**src/rtl/cgn_pkg.sv**
```systemverilog
// Function
// - After power-up, load defaults from stored memory; serial traffic accepted only afterwards.
// - Every clock output stays inactive until initialization completes.
// - Reset pin or hard bit reloads all registers and restarts serial interface.
// - Writing 1 to the hard reset bit acts like a power cycle.
// - Writing 1 to soft reset applies pending changes without reloading memory.
// - Two memory writes on blank part, one on preprogrammed; older banks unreachable.
// - Readiness register is readable from every register page.
// - Memory write starts only when key 0xC7 is written.
// - Readiness reads 0x0F when ready; any other value means busy.
// - After host sets bank reload, device copies stored contents into registers.
// - Any hard reset loads the newest stored contents into registers.
// - User scratch registers exist for labelling the stored bank.
// - A readable register identifies the active stored bank.
// - After initialization the loop is in exactly one of four modes.
// - After initialization the loop enters free-run on its own.
// - Lock acquisition starts on its own when any input is valid.
// - Fast bandwidth used while acquiring if enabled, normal bandwidth afterwards.
// - Outputs keep running during lock acquisition.
// - Holdover entered when selected input fails and none other is valid.
// - Holdover only with valid history; otherwise free-run instead.
package cgn_pkg;
	localparam logic [7:0]  PAGE_OFS        = 8'h01;
	localparam logic [7:0]  READY_OFS       = 8'hfe;
	localparam logic [15:0] SOFT_RST_ADDR   = 16'h001c;
	localparam logic [15:0] HARD_RST_ADDR   = 16'h001e;
	localparam logic [15:0] BANK_ADDR       = 16'h00e2;
	localparam logic [15:0] KEY_ADDR        = 16'h00e3;
	localparam logic [15:0] RELOAD_ADDR     = 16'h00e4;
	localparam logic [15:0] SCRATCH_LO_ADDR = 16'h026b;
	localparam logic [15:0] SCRATCH_HI_ADDR = 16'h0272;
	localparam logic [15:0] FAST_ADDR       = 16'h052b;
	localparam logic [15:0] PROT0_ADDR      = 16'h0b24;
	localparam logic [15:0] PROT1_ADDR      = 16'h0b25;
	localparam int          SOFT_BIT        = 0;
	localparam int          HARD_BIT        = 1;
	localparam int          RELOAD_BIT      = 0;
	localparam int          FAST_BIT        = 0;
	localparam logic [7:0]  WRITE_KEY       = 8'hc7;
	localparam logic [7:0]  READY_CODE      = 8'h0f;
	localparam logic [7:0]  BUSY_CODE       = 8'h00;
	localparam int          CFG_BYTES       = 11;
	localparam logic [4:0]  CFG_FAST        = 5'h08;
	localparam logic [4:0]  CFG_PROT0       = 5'h09;
	localparam logic [4:0]  CFG_PROT1       = 5'h0a;
	localparam logic [7:0]  PROT0_RESET     = 8'hc3;
	localparam logic [7:0]  PROT1_RESET     = 8'h02;
	localparam logic [1:0]  WRITES_BLANK    = 2'h2;
	localparam logic [1:0]  WRITES_PRE      = 2'h1;
	localparam int          NVM_BANKS       = 2;
	localparam int          NVM_PROG_CYC    = 64;
	localparam logic [4:0]  SPI_HDR_LAST    = 5'h0f;
	localparam logic [4:0]  SPI_DATA_FIRST  = 5'h10;
	localparam logic [4:0]  SPI_FRAME_LAST  = 5'h17;
	localparam logic [4:0]  SPI_FRAME_BITS  = 5'h18;

	typedef enum logic [2:0] {
		CTL_INIT   = 3'b000,
		CTL_RUN    = 3'b001,
		CTL_SOFT   = 3'b010,
		CTL_PROG   = 3'b011,
		CTL_RELOAD = 3'b100
	} cgn_ctl_t;

	typedef enum logic [1:0] {
		LOOP_FREERUN  = 2'b00,
		LOOP_ACQUIRE  = 2'b01,
		LOOP_LOCKED   = 2'b10,
		LOOP_HOLDOVER = 2'b11
	} cgn_loop_t;

	// Image index of a full address; CFG_BYTES when not part of the image
	function automatic logic [4:0] cgn_cfg_idx(input logic [15:0] a);
		logic [15:0] d;
		d = a - SCRATCH_LO_ADDR;
		if (a >= SCRATCH_LO_ADDR && a <= SCRATCH_HI_ADDR) return d[4:0];
		if (a == FAST_ADDR) return CFG_FAST;
		if (a == PROT0_ADDR) return CFG_PROT0;
		if (a == PROT1_ADDR) return CFG_PROT1;
		return 5'(CFG_BYTES);
	endfunction : cgn_cfg_idx

	// Factory image used when no bank has been written
	function automatic logic [7:0] cgn_cfg_default(input logic [4:0] i);
		if (i == CFG_PROT0) return PROT0_RESET;
		if (i == CFG_PROT1) return PROT1_RESET;
		return 8'h00;
	endfunction : cgn_cfg_default
endpackage : cgn_pkg

```
**src/rtl/cgn_ctrl.sv**
```systemverilog
`timescale 1ns/1ps
module cgn_ctrl
	import cgn_pkg::*;
#(
	parameter int NUM_IN          = 4,
	parameter int NVM_PROG_CYCLES = NVM_PROG_CYC
) (
	// Clock and reset
	input  wire logic              ref_clk,
	input  wire logic              rstn,
	input  wire logic              restart_pin_n,
	// Serial register port
	input  wire logic              spiCsN,
	input  wire logic              spiSck,
	input  wire logic              spiMosi,
	output logic                   spiMiso,
	output logic                   spiMisoOe,
	// Straps and loop status
	input  wire logic              factoryPlan,
	input  wire logic [NUM_IN-1:0] clkInValid,
	input  wire logic              lockAcquired,
	input  wire logic              history_valid_flag,
	// Loop control
	output logic                   clkOutEnable,
	output cgn_loop_t              loopMode,
	output logic                   fastBandwidthSel,
	output logic                   crystalRefOnly
);
	localparam int MEM_DEPTH = NVM_BANKS * CFG_BYTES;
	localparam int MEM_AW    = $clog2(MEM_DEPTH);

	typedef struct packed {
		cgn_ctl_t                        ctl;
		logic [15:0]                     cnt;
		logic [7:0]                      page;
		logic [CFG_BYTES-1:0][7:0]       cfg;
		logic                            fastApplied;
		logic [1:0]                      writesDone;
		cgn_loop_t                       mode;
		logic                            fastSel;
		logic                            outEn;
		logic [1:0]                      csS;
		logic [2:0]                      sckS;
		logic [1:0]                      mosiS;
		logic [1:0]                      pinS;
		logic [1:0]                      strapS;
		logic [NUM_IN-1:0]               validS1;
		logic [NUM_IN-1:0]               validS2;
		logic [1:0]                      lockS;
		logic [1:0]                      histS;
		logic [4:0]                      bitCnt;
		logic [23:0]                     shIn;
		logic [7:0]                      shOut;
		logic                            miso;
		logic                            misoOe;
	} cgn_st_t;

	cgn_st_t             st_ff;
	cgn_st_t             nxt_st;
	logic [MEM_AW-1:0]   memWrAddr;
	logic [MEM_AW-1:0]   memRdAddr;
	logic [7:0]          memWrData;
	logic [7:0]          memRdData;
	logic                memWrEn;
	logic                hardReq;
	logic                keyWr;
	logic                rdLoad;
	logic                anyValid;
	logic                sckRise;
	logic                sckFall;
	logic [7:0]          readyByte;
	logic [7:0]          rdByte;
	logic [7:0]          wrData;
	logic [7:0]          rdLo;
	logic [15:0]         rdFull;
	logic [15:0]         wrFull;
	logic [4:0]          rdIdx;
	logic [4:0]          wrIdx;
	logic [4:0]          ldIdx;
	logic [1:0]          writeLimit;
	logic [7:0]          ldByte;

	cgn_nvm_mem #(
		.WIDTH (8),
		.DEPTH (MEM_DEPTH),
		.AW    (MEM_AW)
	) u_mem (
		.ref_clk (ref_clk),
		.rstn    (rstn),
		.wrEn    (memWrEn),
		.wrAddr  (memWrAddr),
		.wrData  (memWrData),
		.rdAddr  (memRdAddr),
		.rdData  (memRdData)
	);

	assign anyValid   = |st_ff.validS2;
	assign sckRise    = st_ff.sckS[1] && !st_ff.sckS[2];
	assign sckFall    = !st_ff.sckS[1] && st_ff.sckS[2];
	assign writeLimit = st_ff.strapS[1] ? WRITES_PRE : WRITES_BLANK;
	assign readyByte  = (st_ff.ctl == CTL_RUN) ? READY_CODE : BUSY_CODE;

	// Read mux; triggers are write-only and read zero
	assign rdLo   = {st_ff.shIn[6:0], st_ff.mosiS[1]};
	assign rdFull = {st_ff.page, rdLo};
	assign rdIdx  = cgn_cfg_idx(rdFull);
	always_comb begin
		if (rdLo == READY_OFS) begin
			rdByte = readyByte;
		end else if (rdLo == PAGE_OFS) begin
			rdByte = st_ff.page;
		end else if (rdFull == BANK_ADDR) begin
			rdByte = {6'h00, st_ff.writesDone};
		end else if (int'(rdIdx) < CFG_BYTES) begin
			rdByte = st_ff.cfg[rdIdx];
		end else begin
			rdByte = 8'h00;
		end
	end

	assign wrFull = {st_ff.page, st_ff.shIn[14:7]};
	assign wrData = {st_ff.shIn[6:0], st_ff.mosiS[1]};
	assign wrIdx  = cgn_cfg_idx(wrFull);
	assign ldIdx  = 5'(st_ff.cnt - 16'h0001);
	assign ldByte = (st_ff.writesDone == 2'h0) ? cgn_cfg_default(ldIdx) : memRdData;

	always_comb begin
		nxt_st    = st_ff;
		hardReq   = 1'b0;
		keyWr     = 1'b0;
		rdLoad    = 1'b0;
		memWrEn   = 1'b0;
		memWrData = 8'h00;
		memWrAddr = MEM_AW'(int'(st_ff.writesDone) * CFG_BYTES + int'(st_ff.cnt));
		memRdAddr = MEM_AW'(int'(st_ff.writesDone) * CFG_BYTES - CFG_BYTES + int'(st_ff.cnt));
		nxt_st.csS     = {st_ff.csS[0], spiCsN};
		nxt_st.sckS    = {st_ff.sckS[1:0], spiSck};
		nxt_st.mosiS   = {st_ff.mosiS[0], spiMosi};
		nxt_st.pinS    = {st_ff.pinS[0], restart_pin_n};
		nxt_st.strapS  = {st_ff.strapS[0], factoryPlan};
		nxt_st.validS1 = clkInValid;
		nxt_st.validS2 = st_ff.validS1;
		nxt_st.lockS   = {st_ff.lockS[0], lockAcquired};
		nxt_st.histS   = {st_ff.histS[0], history_valid_flag};

		// Serial slave, silent until initialization ends
		if (st_ff.csS[1] || st_ff.ctl == CTL_INIT) begin
			nxt_st.bitCnt = 5'h00;
			nxt_st.misoOe = 1'b0;
			nxt_st.miso   = 1'b0;
		end else begin
			nxt_st.misoOe = 1'b1;
			if (sckRise && st_ff.bitCnt < SPI_FRAME_BITS) begin
				nxt_st.shIn   = {st_ff.shIn[22:0], st_ff.mosiS[1]};
				nxt_st.bitCnt = st_ff.bitCnt + 5'h01;
				if (st_ff.bitCnt == SPI_HDR_LAST) begin
					rdLoad       = 1'b1;
					nxt_st.shOut = st_ff.shIn[14] ? rdByte : 8'h00;
				end
				// Writes while busy are dropped
				if (st_ff.bitCnt == SPI_FRAME_LAST && !st_ff.shIn[22]
				    && st_ff.ctl == CTL_RUN) begin
					if (wrFull[7:0] == PAGE_OFS) begin
						nxt_st.page = wrData;
					end else if (wrFull == HARD_RST_ADDR) begin
						hardReq = wrData[HARD_BIT];
					end else if (wrFull == SOFT_RST_ADDR) begin
						if (wrData[SOFT_BIT]) nxt_st.ctl = CTL_SOFT;
					end else if (wrFull == KEY_ADDR) begin
						keyWr = 1'b1;
						if (wrData == WRITE_KEY && st_ff.writesDone < writeLimit) begin
							nxt_st.ctl = CTL_PROG;
							nxt_st.cnt = 16'h0000;
						end
					end else if (wrFull == RELOAD_ADDR) begin
						if (wrData[RELOAD_BIT]) begin
							nxt_st.ctl = CTL_RELOAD;
							nxt_st.cnt = 16'h0000;
						end
					end else if (int'(wrIdx) < CFG_BYTES) begin
						nxt_st.cfg[wrIdx] = wrData;
					end
				end
			end
			if (sckFall && st_ff.bitCnt >= SPI_DATA_FIRST) begin
				nxt_st.miso  = st_ff.shOut[7];
				nxt_st.shOut = {st_ff.shOut[6:0], 1'b0};
			end
		end

		case (st_ff.ctl)
			CTL_INIT, CTL_RELOAD: begin
				// Newest bank, or factory image when none written
				if (st_ff.cnt != 16'h0000) begin
					nxt_st.cfg[ldIdx] = ldByte;
				end
				if (st_ff.cnt == 16'(CFG_BYTES)) begin
					nxt_st.ctl         = CTL_RUN;
					nxt_st.cnt         = 16'h0000;
					nxt_st.fastApplied = nxt_st.cfg[CFG_FAST][FAST_BIT];
					nxt_st.outEn       = 1'b1;
				end else begin
					nxt_st.cnt = st_ff.cnt + 16'h0001;
				end
			end
			CTL_PROG: begin
				if (st_ff.cnt < 16'(CFG_BYTES)) begin
					memWrEn   = 1'b1;
					memWrData = st_ff.cfg[st_ff.cnt[4:0]];
				end
				// New bank becomes the only reachable one
				if (st_ff.cnt == 16'(CFG_BYTES - 1 + NVM_PROG_CYCLES)) begin
					nxt_st.writesDone = st_ff.writesDone + 2'h1;
					nxt_st.ctl        = CTL_RUN;
					nxt_st.cnt        = 16'h0000;
				end else begin
					nxt_st.cnt = st_ff.cnt + 16'h0001;
				end
			end
			CTL_SOFT: begin
				nxt_st.fastApplied = st_ff.cfg[CFG_FAST][FAST_BIT];
				nxt_st.mode        = LOOP_FREERUN;
				nxt_st.ctl         = CTL_RUN;
			end
			CTL_RUN: begin
			end
			default: begin
				nxt_st.ctl = CTL_INIT;
				nxt_st.cnt = 16'h0000;
			end
		endcase

		// Loop mode machine, held in free-run until initialized
		if (st_ff.ctl == CTL_INIT) begin
			nxt_st.mode = LOOP_FREERUN;
		end else if (st_ff.ctl != CTL_SOFT) begin
			case (st_ff.mode)
				LOOP_FREERUN: begin
					if (anyValid) nxt_st.mode = LOOP_ACQUIRE;
				end
				LOOP_ACQUIRE, LOOP_LOCKED: begin
					if (!anyValid) begin
						nxt_st.mode = st_ff.histS[1] ? LOOP_HOLDOVER : LOOP_FREERUN;
					end else if (st_ff.lockS[1]) begin
						nxt_st.mode = LOOP_LOCKED;
					end else begin
						nxt_st.mode = LOOP_ACQUIRE;
					end
				end
				LOOP_HOLDOVER: begin
					if (anyValid) nxt_st.mode = LOOP_ACQUIRE;
				end
				default: begin
					nxt_st.mode = LOOP_FREERUN;
				end
			endcase
		end

		// Hard reset from pin or control bit restarts everything
		if (!st_ff.pinS[1] || hardReq) begin
			nxt_st.ctl    = CTL_INIT;
			nxt_st.cnt    = 16'h0000;
			nxt_st.page   = 8'h00;
			nxt_st.outEn  = 1'b0;
			nxt_st.mode   = LOOP_FREERUN;
			nxt_st.bitCnt = 5'h00;
			nxt_st.misoOe = 1'b0;
			nxt_st.miso   = 1'b0;
		end
		nxt_st.fastSel = (nxt_st.mode == LOOP_ACQUIRE) && nxt_st.fastApplied;
	end

	always_ff @(posedge ref_clk or negedge rstn) begin
		if (!rstn) begin
			st_ff      <= '0;
			st_ff.pinS <= 2'h3;
		end else begin
			st_ff <= nxt_st;
		end
	end

	assign spiMiso          = st_ff.miso;
	assign spiMisoOe        = st_ff.misoOe;
	assign clkOutEnable     = st_ff.outEn;
	assign loopMode         = st_ff.mode;
	assign fastBandwidthSel = st_ff.fastSel;
	assign crystalRefOnly   = st_ff.outEn && st_ff.mode == LOOP_FREERUN;

	localparam int PROG_BOUND = CFG_BYTES + NVM_PROG_CYCLES;
endmodule : cgn_ctrl

```
**src/rtl/cgn_nvm_mem.sv**
```systemverilog
`timescale 1ns/1ps
module cgn_nvm_mem
	import cgn_pkg::*;
#(
	parameter int WIDTH = 8,
	parameter int DEPTH = 22,
	parameter int AW    = 5
) (
	// Clock and reset
	input  wire logic             ref_clk,
	input  wire logic             rstn,
	// Write port
	input  wire logic             wrEn,
	input  wire logic [AW-1:0]    wrAddr,
	input  wire logic [WIDTH-1:0] wrData,
	// Read port
	input  wire logic [AW-1:0]    rdAddr,
	output logic      [WIDTH-1:0] rdData
);
	typedef struct packed {
		logic [DEPTH-1:0][WIDTH-1:0] mem;
		logic [WIDTH-1:0]            rd;
	} cgn_mem_st_t;

	cgn_mem_st_t st_ff;
	cgn_mem_st_t nxt_st;

	always_comb begin
		nxt_st = st_ff;
		if (wrEn && int'(wrAddr) < DEPTH) begin
			nxt_st.mem[wrAddr] = wrData;
		end
		nxt_st.rd = (int'(rdAddr) < DEPTH) ? st_ff.mem[rdAddr] : '0;
	end

	always_ff @(posedge ref_clk or negedge rstn) begin
		if (!rstn) begin
			st_ff <= '0;
		end else begin
			st_ff <= nxt_st;
		end
	end

	assign rdData = st_ff.rd;
endmodule : cgn_nvm_mem

```
**config.mk**
```make
export PLATFORM = sky130hd
export DESIGN_NAME = cgn_ctrl
export DESIGN_NICKNAME = d
export VERILOG_FILES = /design/src/rtl/cgn_pkg.sv /design/src/rtl/cgn_ctrl.sv /design/src/rtl/cgn_nvm_mem.sv
export SDC_FILE = /design/constraint.sdc
export NUM_CORES = 1
export LEC_CHECK = 0
export ABC_AREA = 1
export BUFFER_PORTS_ARGS = -buffer_cell sky130_fd_sc_hd__buf_2
export CORE_MARGIN = 3
export CORE_UTILIZATION = 60
export CTS_BUF_LIST = sky130_fd_sc_hd__clkbuf_16
export CTS_CLUSTER_SIZE = 10
export DETAILED_ROUTE_END_ITERATION = 16
export PLACE_DENSITY_LB_ADDON = 0.12
export RECOVER_POWER = 100
export SLEW_MARGIN = 10
export SYNTH_ARGS = -nofsm -noshare
export SYNTH_HDL_FRONTEND = slang
export SYNTH_SLANG_ARGS = --single-unit
```
**constraint.sdc**
```tcl
create_clock -name ref_clk -period 4.6 [get_ports ref_clk]
set_clock_uncertainty 0.2 [all_clocks]
set_input_delay 0 -clock ref_clk [delete_from_list [all_inputs] [get_ports ref_clk]]
set_output_delay 0 -clock ref_clk [all_outputs]
set_load 0.02 [all_outputs]
```
==> results of run 1 <==
-- flip-flops by register name, indices dropped and copies added, names as in the netlist --
signal	flops
loopMode	2
clkOutEnable	1
u_mem.st_ff	176
nxt_st	12
st_ff	149
u_mem.rdData	8
fastBandwidthSel	1
spiMisoOe	1
rdFull	16
spiMiso	1
-- power by group --
part | switching (W) | internal [W]
clock network | 0.00136 | 0.00172
logic | 0.000795 | 0.000435
registers | 0.000188 | 0.00347
-- cell families after synthesis --
group / count (synthesis) / share of synthesized area (%)
AOI/OAI and AO/OA: 714 / 20.1
xor gates and xnor gates: 15 / 0.697
adders and majority gates: 35 / 2.31
buffers and inverters: 354 / 7.30
DFF: 367 / 46.1
muxes: 5 / 0.251
and+or+nand+nor: 1094 / 23.2
-- Yosys cell counts (3+ instances only) --
master | count | area share (%)
a21oi_1 | 169 | 4.2
a221o_1 | 5 | 0.25
a221oi_1 | 4 | 0.18
a22oi_1 | 21 | 0.79
and3_1 | 4 | 0.13
buf_1 | 6 | 0.11
buf_2 | 17 | 0.43
buf_6 | 13 | 0.73
clkbuf_1 | 86 | 1.6
clkinv_1 | 8 | 0.15
dfrtp_1 | 365 | 46
fa_1 | 3 | 0.30
ha_1 | 32 | 2.0
inv_1 | 212 | 4.0
inv_2 | 10 | 0.19
mux2i_1 | 5 | 0.25
nand2_1 | 667 | 13
nand2_2 | 14 | 0.44
nand3_1 | 143 | 3.6
nand3_2 | 9 | 0.45
nand4_1 | 18 | 0.56
nor2_1 | 174 | 3.3
nor2_2 | 5 | 0.16
nor2_4 | 3 | 0.17
nor3_1 | 32 | 0.80
nor3_2 | 5 | 0.25
nor4_1 | 10 | 0.31
o211ai_1 | 28 | 1.1
o21ai_0 | 297 | 7.5
o21ai_1 | 99 | 2.5
o21ai_2 | 23 | 1.0
o221ai_1 | 14 | 0.62
o22ai_1 | 25 | 0.78
o311ai_0 | 6 | 0.26
o31ai_1 | 5 | 0.19
xnor2_1 | 5 | 0.22
xor2_1 | 9 | 0.40
-- per-stage QoR --
step | hold WS (ps) | worst slack (ps)
5_1_grt | 154 | 226
6_report | 135 | 355
2_1_floorplan | -496 | 1180
3_3_place_gp | -95.9 | 784
4_1_cts | 149 | 685
3_5_place_dp | -94.1 | 684
-- metal layers --
metal / global-route usage (%) / share of wire [%]
met1: 46.6 / 39
met2: 57.9 / 45
met3: 6.05 / 8.8
met4: 19.4 / 6.5
met5: 0 / 0.035
-- worst paths after layout --
kind	cells after the start	end	slack (ps)	start
max	10	u_mem.rdData[5]	350	st_ff[66]
min	0	rdFull[0]	140	nxt_st[56]
max reg2reg	10	u_mem.rdData[5]	350	st_ff[66]
min reg2reg	0	rdFull[0]	140	nxt_st[56]
max in group asynchronous	4	u_mem.st_ff[55]	650	rstn
min in group asynchronous	3	nxt_st[54]	1060	rstn
-- layout make-up --
cell class / count / area share (%)
clock buffers: 44 / 5.09
inverters: 230 / 3.99
flip-flops and latches: 367 / 42.5
multi-input cells: 1863 / 42.2
clock inverters: 19 / 0.625
repair buffers: 86 / 3.08
well taps: 442 / 2.56
==> run_results.csv, run 1 <==
group,metric,value,unit
cells_and_area,stdcell_area,21600,um2
floorplanning,placementRows,66,
placement,dpl.hpwl,41.0,mm
cells_and_area,multi_input_logic_area,9130,um2
floorplanning,initial_utilization,61.1,%
setup_path,critPathMostFrequentCell,"ha_1",
clock_tree,cts_buffers,44,
route,drtPass1Iterations,9,
global_routing,grt_antenna_before_repair,1,
placement,routability_congestion_estimate,0.994,
timing,total_negative_setup_slack,0,ps
route,postRouteWirelength,63.2,mm
floorplanning,fp.dieW,188,um
cells_and_area,layout.cells.non_filler,3051,
outcome,failed_checks,"max-capacitance violations, max-slew violations",
cells_and_area,mostFrequentLayoutCells,"nand2_1 (679), o21ai_0 (397), dfrtp_1 (365)",
synth,ys.warnings.count,0,
pwr,power.static_leakage,10.1,nW
route,drcViolationCount,0,
route,drt.antenna.violating_nets,0,
setup_path,start_kind,"flop",
pwr,total_power,0.00797,W
timing,tightest_slew,2480,ps
route,detail_route.vias_per_cell,6.15,
setup_path,cp_data_required_time,4850,ps
clock_tree,root_buffer,"clkbuf_16",
placement,postPlaceCellArea,20400,um2
cells_and_area,post-route-util,66.3,%
timing,grt_setup_unrepaired,"no",
clock_tree,cts_resized,0,
floorplanning,core_region_area,32600,um2
cells_and_area,antenna_cells_inserted,0,
synth,syn-num-nets,2632,
clock_tree,clk_pin_slew,60,ps
global_routing,grt_pass1_vias,18100,
timing,post-route-min-period,4250,ps
placement,io_buffer_count,19,
pwr,max-vdd-ir-drop,318,uV
cells_and_area,drive_gt1_share,5.21,%
timing,final-setup-viol-count,0,
timing,timing_max_transition_violations_final,387,
synth,synth-edff-count,0,
synth,synth_cell_types,63,
route,initialDrtViolationCount,2271,
clock_tree,clock_latency,600,ps
setup_path,biggest_cell_delay_along_the_critical_path,1140,ps
setup_path,setup.worst_path.end_class,"flop",
synth,mappedNetlistArea,19900,um2
setup_path,critical_path.n_buffers_inverters,3,
synth,dominantRegCellSynth,"dfrtp_1",
cells_and_area,leading_cell_type_in_the_layout_fill_and_taps_excluded,"nand2_1",
global_routing,grt_start_max_net_pins,126,
outcome,run_status,"finished, violations left",
clock_tree,post_cts_setup_repair_buffer_count,0,
synth,synth_sequential_area_ratio,46.1,%
timing,relSlewSlack,-65.4,%
route,dr_total_vias,18800,
floorplanning,design.die.area,35500,um2
cells_and_area,final_nets,2640,
setup_path,critical_path_arrival,4490,ps
timing,timing.final.crit_share,92.3,%
cells_and_area,filler_cell_count,2838,
clock_tree,tritoncts,"done",
timing,clock.fmax,236,MHz
clock_tree,clock_sink_count,367,
pwr,power_per_cell_area,369,nW/um2
placement,place_inst,2963,
hold_path,min-delay-path-class,"flop to flop",
global_routing,track_usage,35.9,%
route,routed_wire_length_per_instance,20.7,um
setup_path,timing.critical_path.cells,"inv_1, ha_1, ha_1, ha_1, inv_1, buf_4, nor2_1, o22ai_1, nor2_1, o41ai_1",
setup_path,setup_cp_type,"flop to flop",
cells_and_area,layout.area.seq,9190,um2
cells_and_area,area_delta_synth_final,8.51,%
synth,fraction_of_synthesis_flops_using_an_asynchronous_set_or_reset_pin,100,%
setup_path,worstPathMaxFanout,44,
timing,finalHoldViolCount,0,
floorplanning,die_h,188,um
clock_tree,ctsHoldBuffers,25,
clock_tree,cts.htree.levels,2,
floorplanning,design.portCount,20,
global_routing,gr-total-overflow,0,
synth,synth.ff_latch_count,367,
clock_tree,clk_path_buf_depth,3,
global_routing,grt_pass1_wl,101,mm
synth,synthesis.instances,2584,
run,maxCapViolCount,6,
setup_path,cp_top_family,"buffers and inverters",
synth,syn-mean-instance-area,7.72,um2
setup_path,cpMaxStageDelayCell,"inv_1",
Note: power is estimated with default switching activity, not from simulation.
==> run 2, diff against run 1 <==
--- a/config.mk
+++ b/config.mk
@@ -12,7 +12,7 @@
 export CTS_BUF_LIST = sky130_fd_sc_hd__clkbuf_16
 export CTS_CLUSTER_SIZE = 10
 export DETAILED_ROUTE_END_ITERATION = 16
-export PLACE_DENSITY_LB_ADDON = 0.12
+export PLACE_DENSITY = 0.76
 export RECOVER_POWER = 100
 export SLEW_MARGIN = 10
 export SYNTH_ARGS = -nofsm -noshare
==> run_results.csv, run 2 (synthesized netlist as in run 1, its figures left out) <==
group,metric,value,unit
outcome,run_status,"finished, violations left",
outcome,failed_checks,"max-capacitance violations, max-slew violations",
route,routed_wire_length_per_instance,20.2,um
global_routing,grt_pass1_vias,17900,
floorplanning,design.die.area,35500,um2
timing,clock.fmax,240,MHz
setup_path,setup.worst_path.end_class,"flop",
route,drt.antenna.violating_nets,0,
placement,io_buffer_count,19,
route,dr_total_vias,18700,
cells_and_area,mostFrequentLayoutCells,"nand2_1 (679), o21ai_0 (395), dfrtp_1 (365)",
floorplanning,placementRows,66,
timing,timing.final.crit_share,90.7,%
cells_and_area,leading_cell_type_in_the_layout_fill_and_taps_excluded,"nand2_1",
floorplanning,fp.dieW,188,um
timing,final.setup.worst_slack,426,ps
hold_path,hold-path-cell-count,0,
floorplanning,core_region_area,32600,um2
floorplanning,design.portCount,20,
placement,routability_congestion_estimate,0.997,
timing,total_negative_setup_slack,0,ps
route,initialDrtViolationCount,2174,
clock_tree,tritoncts,"done",
cells_and_area,drive_gt1_share,4.99,%
floorplanning,initial_utilization,61.1,%
cells_and_area,area_delta_synth_final,7.96,%
route,detail_route.vias_per_cell,6.15,
timing,tightest_slew,2290,ps
setup_path,worstRegToRegCells,16,
global_routing,track_usage,35.0,%
setup_path,worstPathMaxFanout,16,
route,drtPass1Iterations,6,
clock_tree,clock_sink_count,367,
cells_and_area,final_nets,2638,
clock_tree,cts_resized,0,
pwr,power.static_leakage,10.0,nW
setup_path,cp_data_required_time,4860,ps
timing,final-setup-viol-count,0,
cells_and_area,registers.top_by_ff_count,"u_mem.st_ff",
hold_path,min-delay-path-class,"flop to flop",
floorplanning,die_h,188,um
global_routing,grt_antenna_before_repair,0,
timing,relSlewSlack,-52.6,%
timing,finalHoldViolCount,0,
clock_tree,root_buffer,"clkbuf_16",
clock_tree,cts_buffers,43,
setup_path,setup_cp_type,"flop to flop",
clock_tree,post_cts_setup_repair_buffer_count,0,
clock_tree,clock_latency,600,ps
timing,grt_setup_unrepaired,"no",
setup_path,critical_path_arrival,4430,ps
global_routing,gr-total-overflow,0,
route,drcViolationCount,0,
global_routing,grt_pass1_wl,98.8,mm
cells_and_area,largest_register_ffs,176,
placement,dpl.hpwl,40.4,mm
clock_tree,clk_path_buf_depth,3,
clock_tree,cts.htree.levels,2,
timing,timing_max_transition_violations_final,348,
setup_path,start_kind,"flop",
timing,post-route-min-period,4170,ps
global_routing,grt_start_max_net_pins,138,
cells_and_area,antenna_cells_inserted,0,
clock_tree,clk_pin_slew,60,ps
pwr,power_per_cell_area,366,nW/um2
pwr,max-vdd-ir-drop,371,uV
placement,dp_slack,703,ps
run,maxCapViolCount,5,
route,postRouteWirelength,61.5,mm
[run 2: area by class of cell]
cell class,instances,area [um2]
timing repair buffer,85,622
sequential,367,9190
tap,442,553
clock buffer,43,1080
clock inverter,17,101
fill,2857,11100
multi-input combinational,1863,9120
inverter,230,863
[run 2: worst max-delay path: stages (launching register included)]
cell,delay (ps)
dfrtp_1,370
inv_1,480
nand2_1,180
nor2_1,130
nand2_1,60
nand2_1,80
nand2_1,50
nand2_1,110
nand2_1,150
nor3_1,720
clkinv_1,660
nand3_1,280
nand3_1,180
nand2_1,200
nand2_1,80
nand2_1,60
a21oi_1,70
[run 2: metrics by stage]
step	std cells	instance area, um2	total power (W)	utilization (%)	hold slack (ps)
floorplan	2584	19900	0.00447	-	-496
global route	3047	21500	0.00823	66.0	147
finish	3047	21500	0.00788	66.0	146
detailed placement	2962	20300	0.00487	62.4	-132
CTS	3047	21800	0.00789	66.8	146
global placement	2962	20300	0.00483	62.4	-135
[run 2: path summary, 6_finish.rpt]
kind                                  from               to  slack [ps]
worst max register to register   rdFull[2]         st_ff[9]         430
min in group asynchronous             rstn        st_ff[54]         730
worst min-delay path            nxt_st[44]        st_ff[44]         150
worst min register to register  nxt_st[44]        st_ff[44]         150
max in group asynchronous             rstn  u_mem.st_ff[53]        1170
worst max-delay path             rdFull[2]         st_ff[9]         430
[run 2: report_power, final]
group / leakage [nW] / internal (W) / switching [W]
clock: 0.617 / 0.00168 / 0.00134
combinational: 4.42 / 0.000431 / 0.000774
sequential: 4.99 / 0.00347 / 0.000184
[run 2: timing repair]
| action | CTS | global route |
|---|---|---|
| hold buffers | 25 | 0 |
| endpoints found under the hold margin | 317 | 0 |
| endpoints found under the setup margin | 0 | 0 |
[run 2: routing by layer]
layer	up-vias	GRT usage, %	part of all wire, %
met2	928	55.4	46
met5	-	0	0
li1	8654	-	-
met3	219	6.59	8.9
met4	0	18.2	5.7
met1	8925	46.1	40
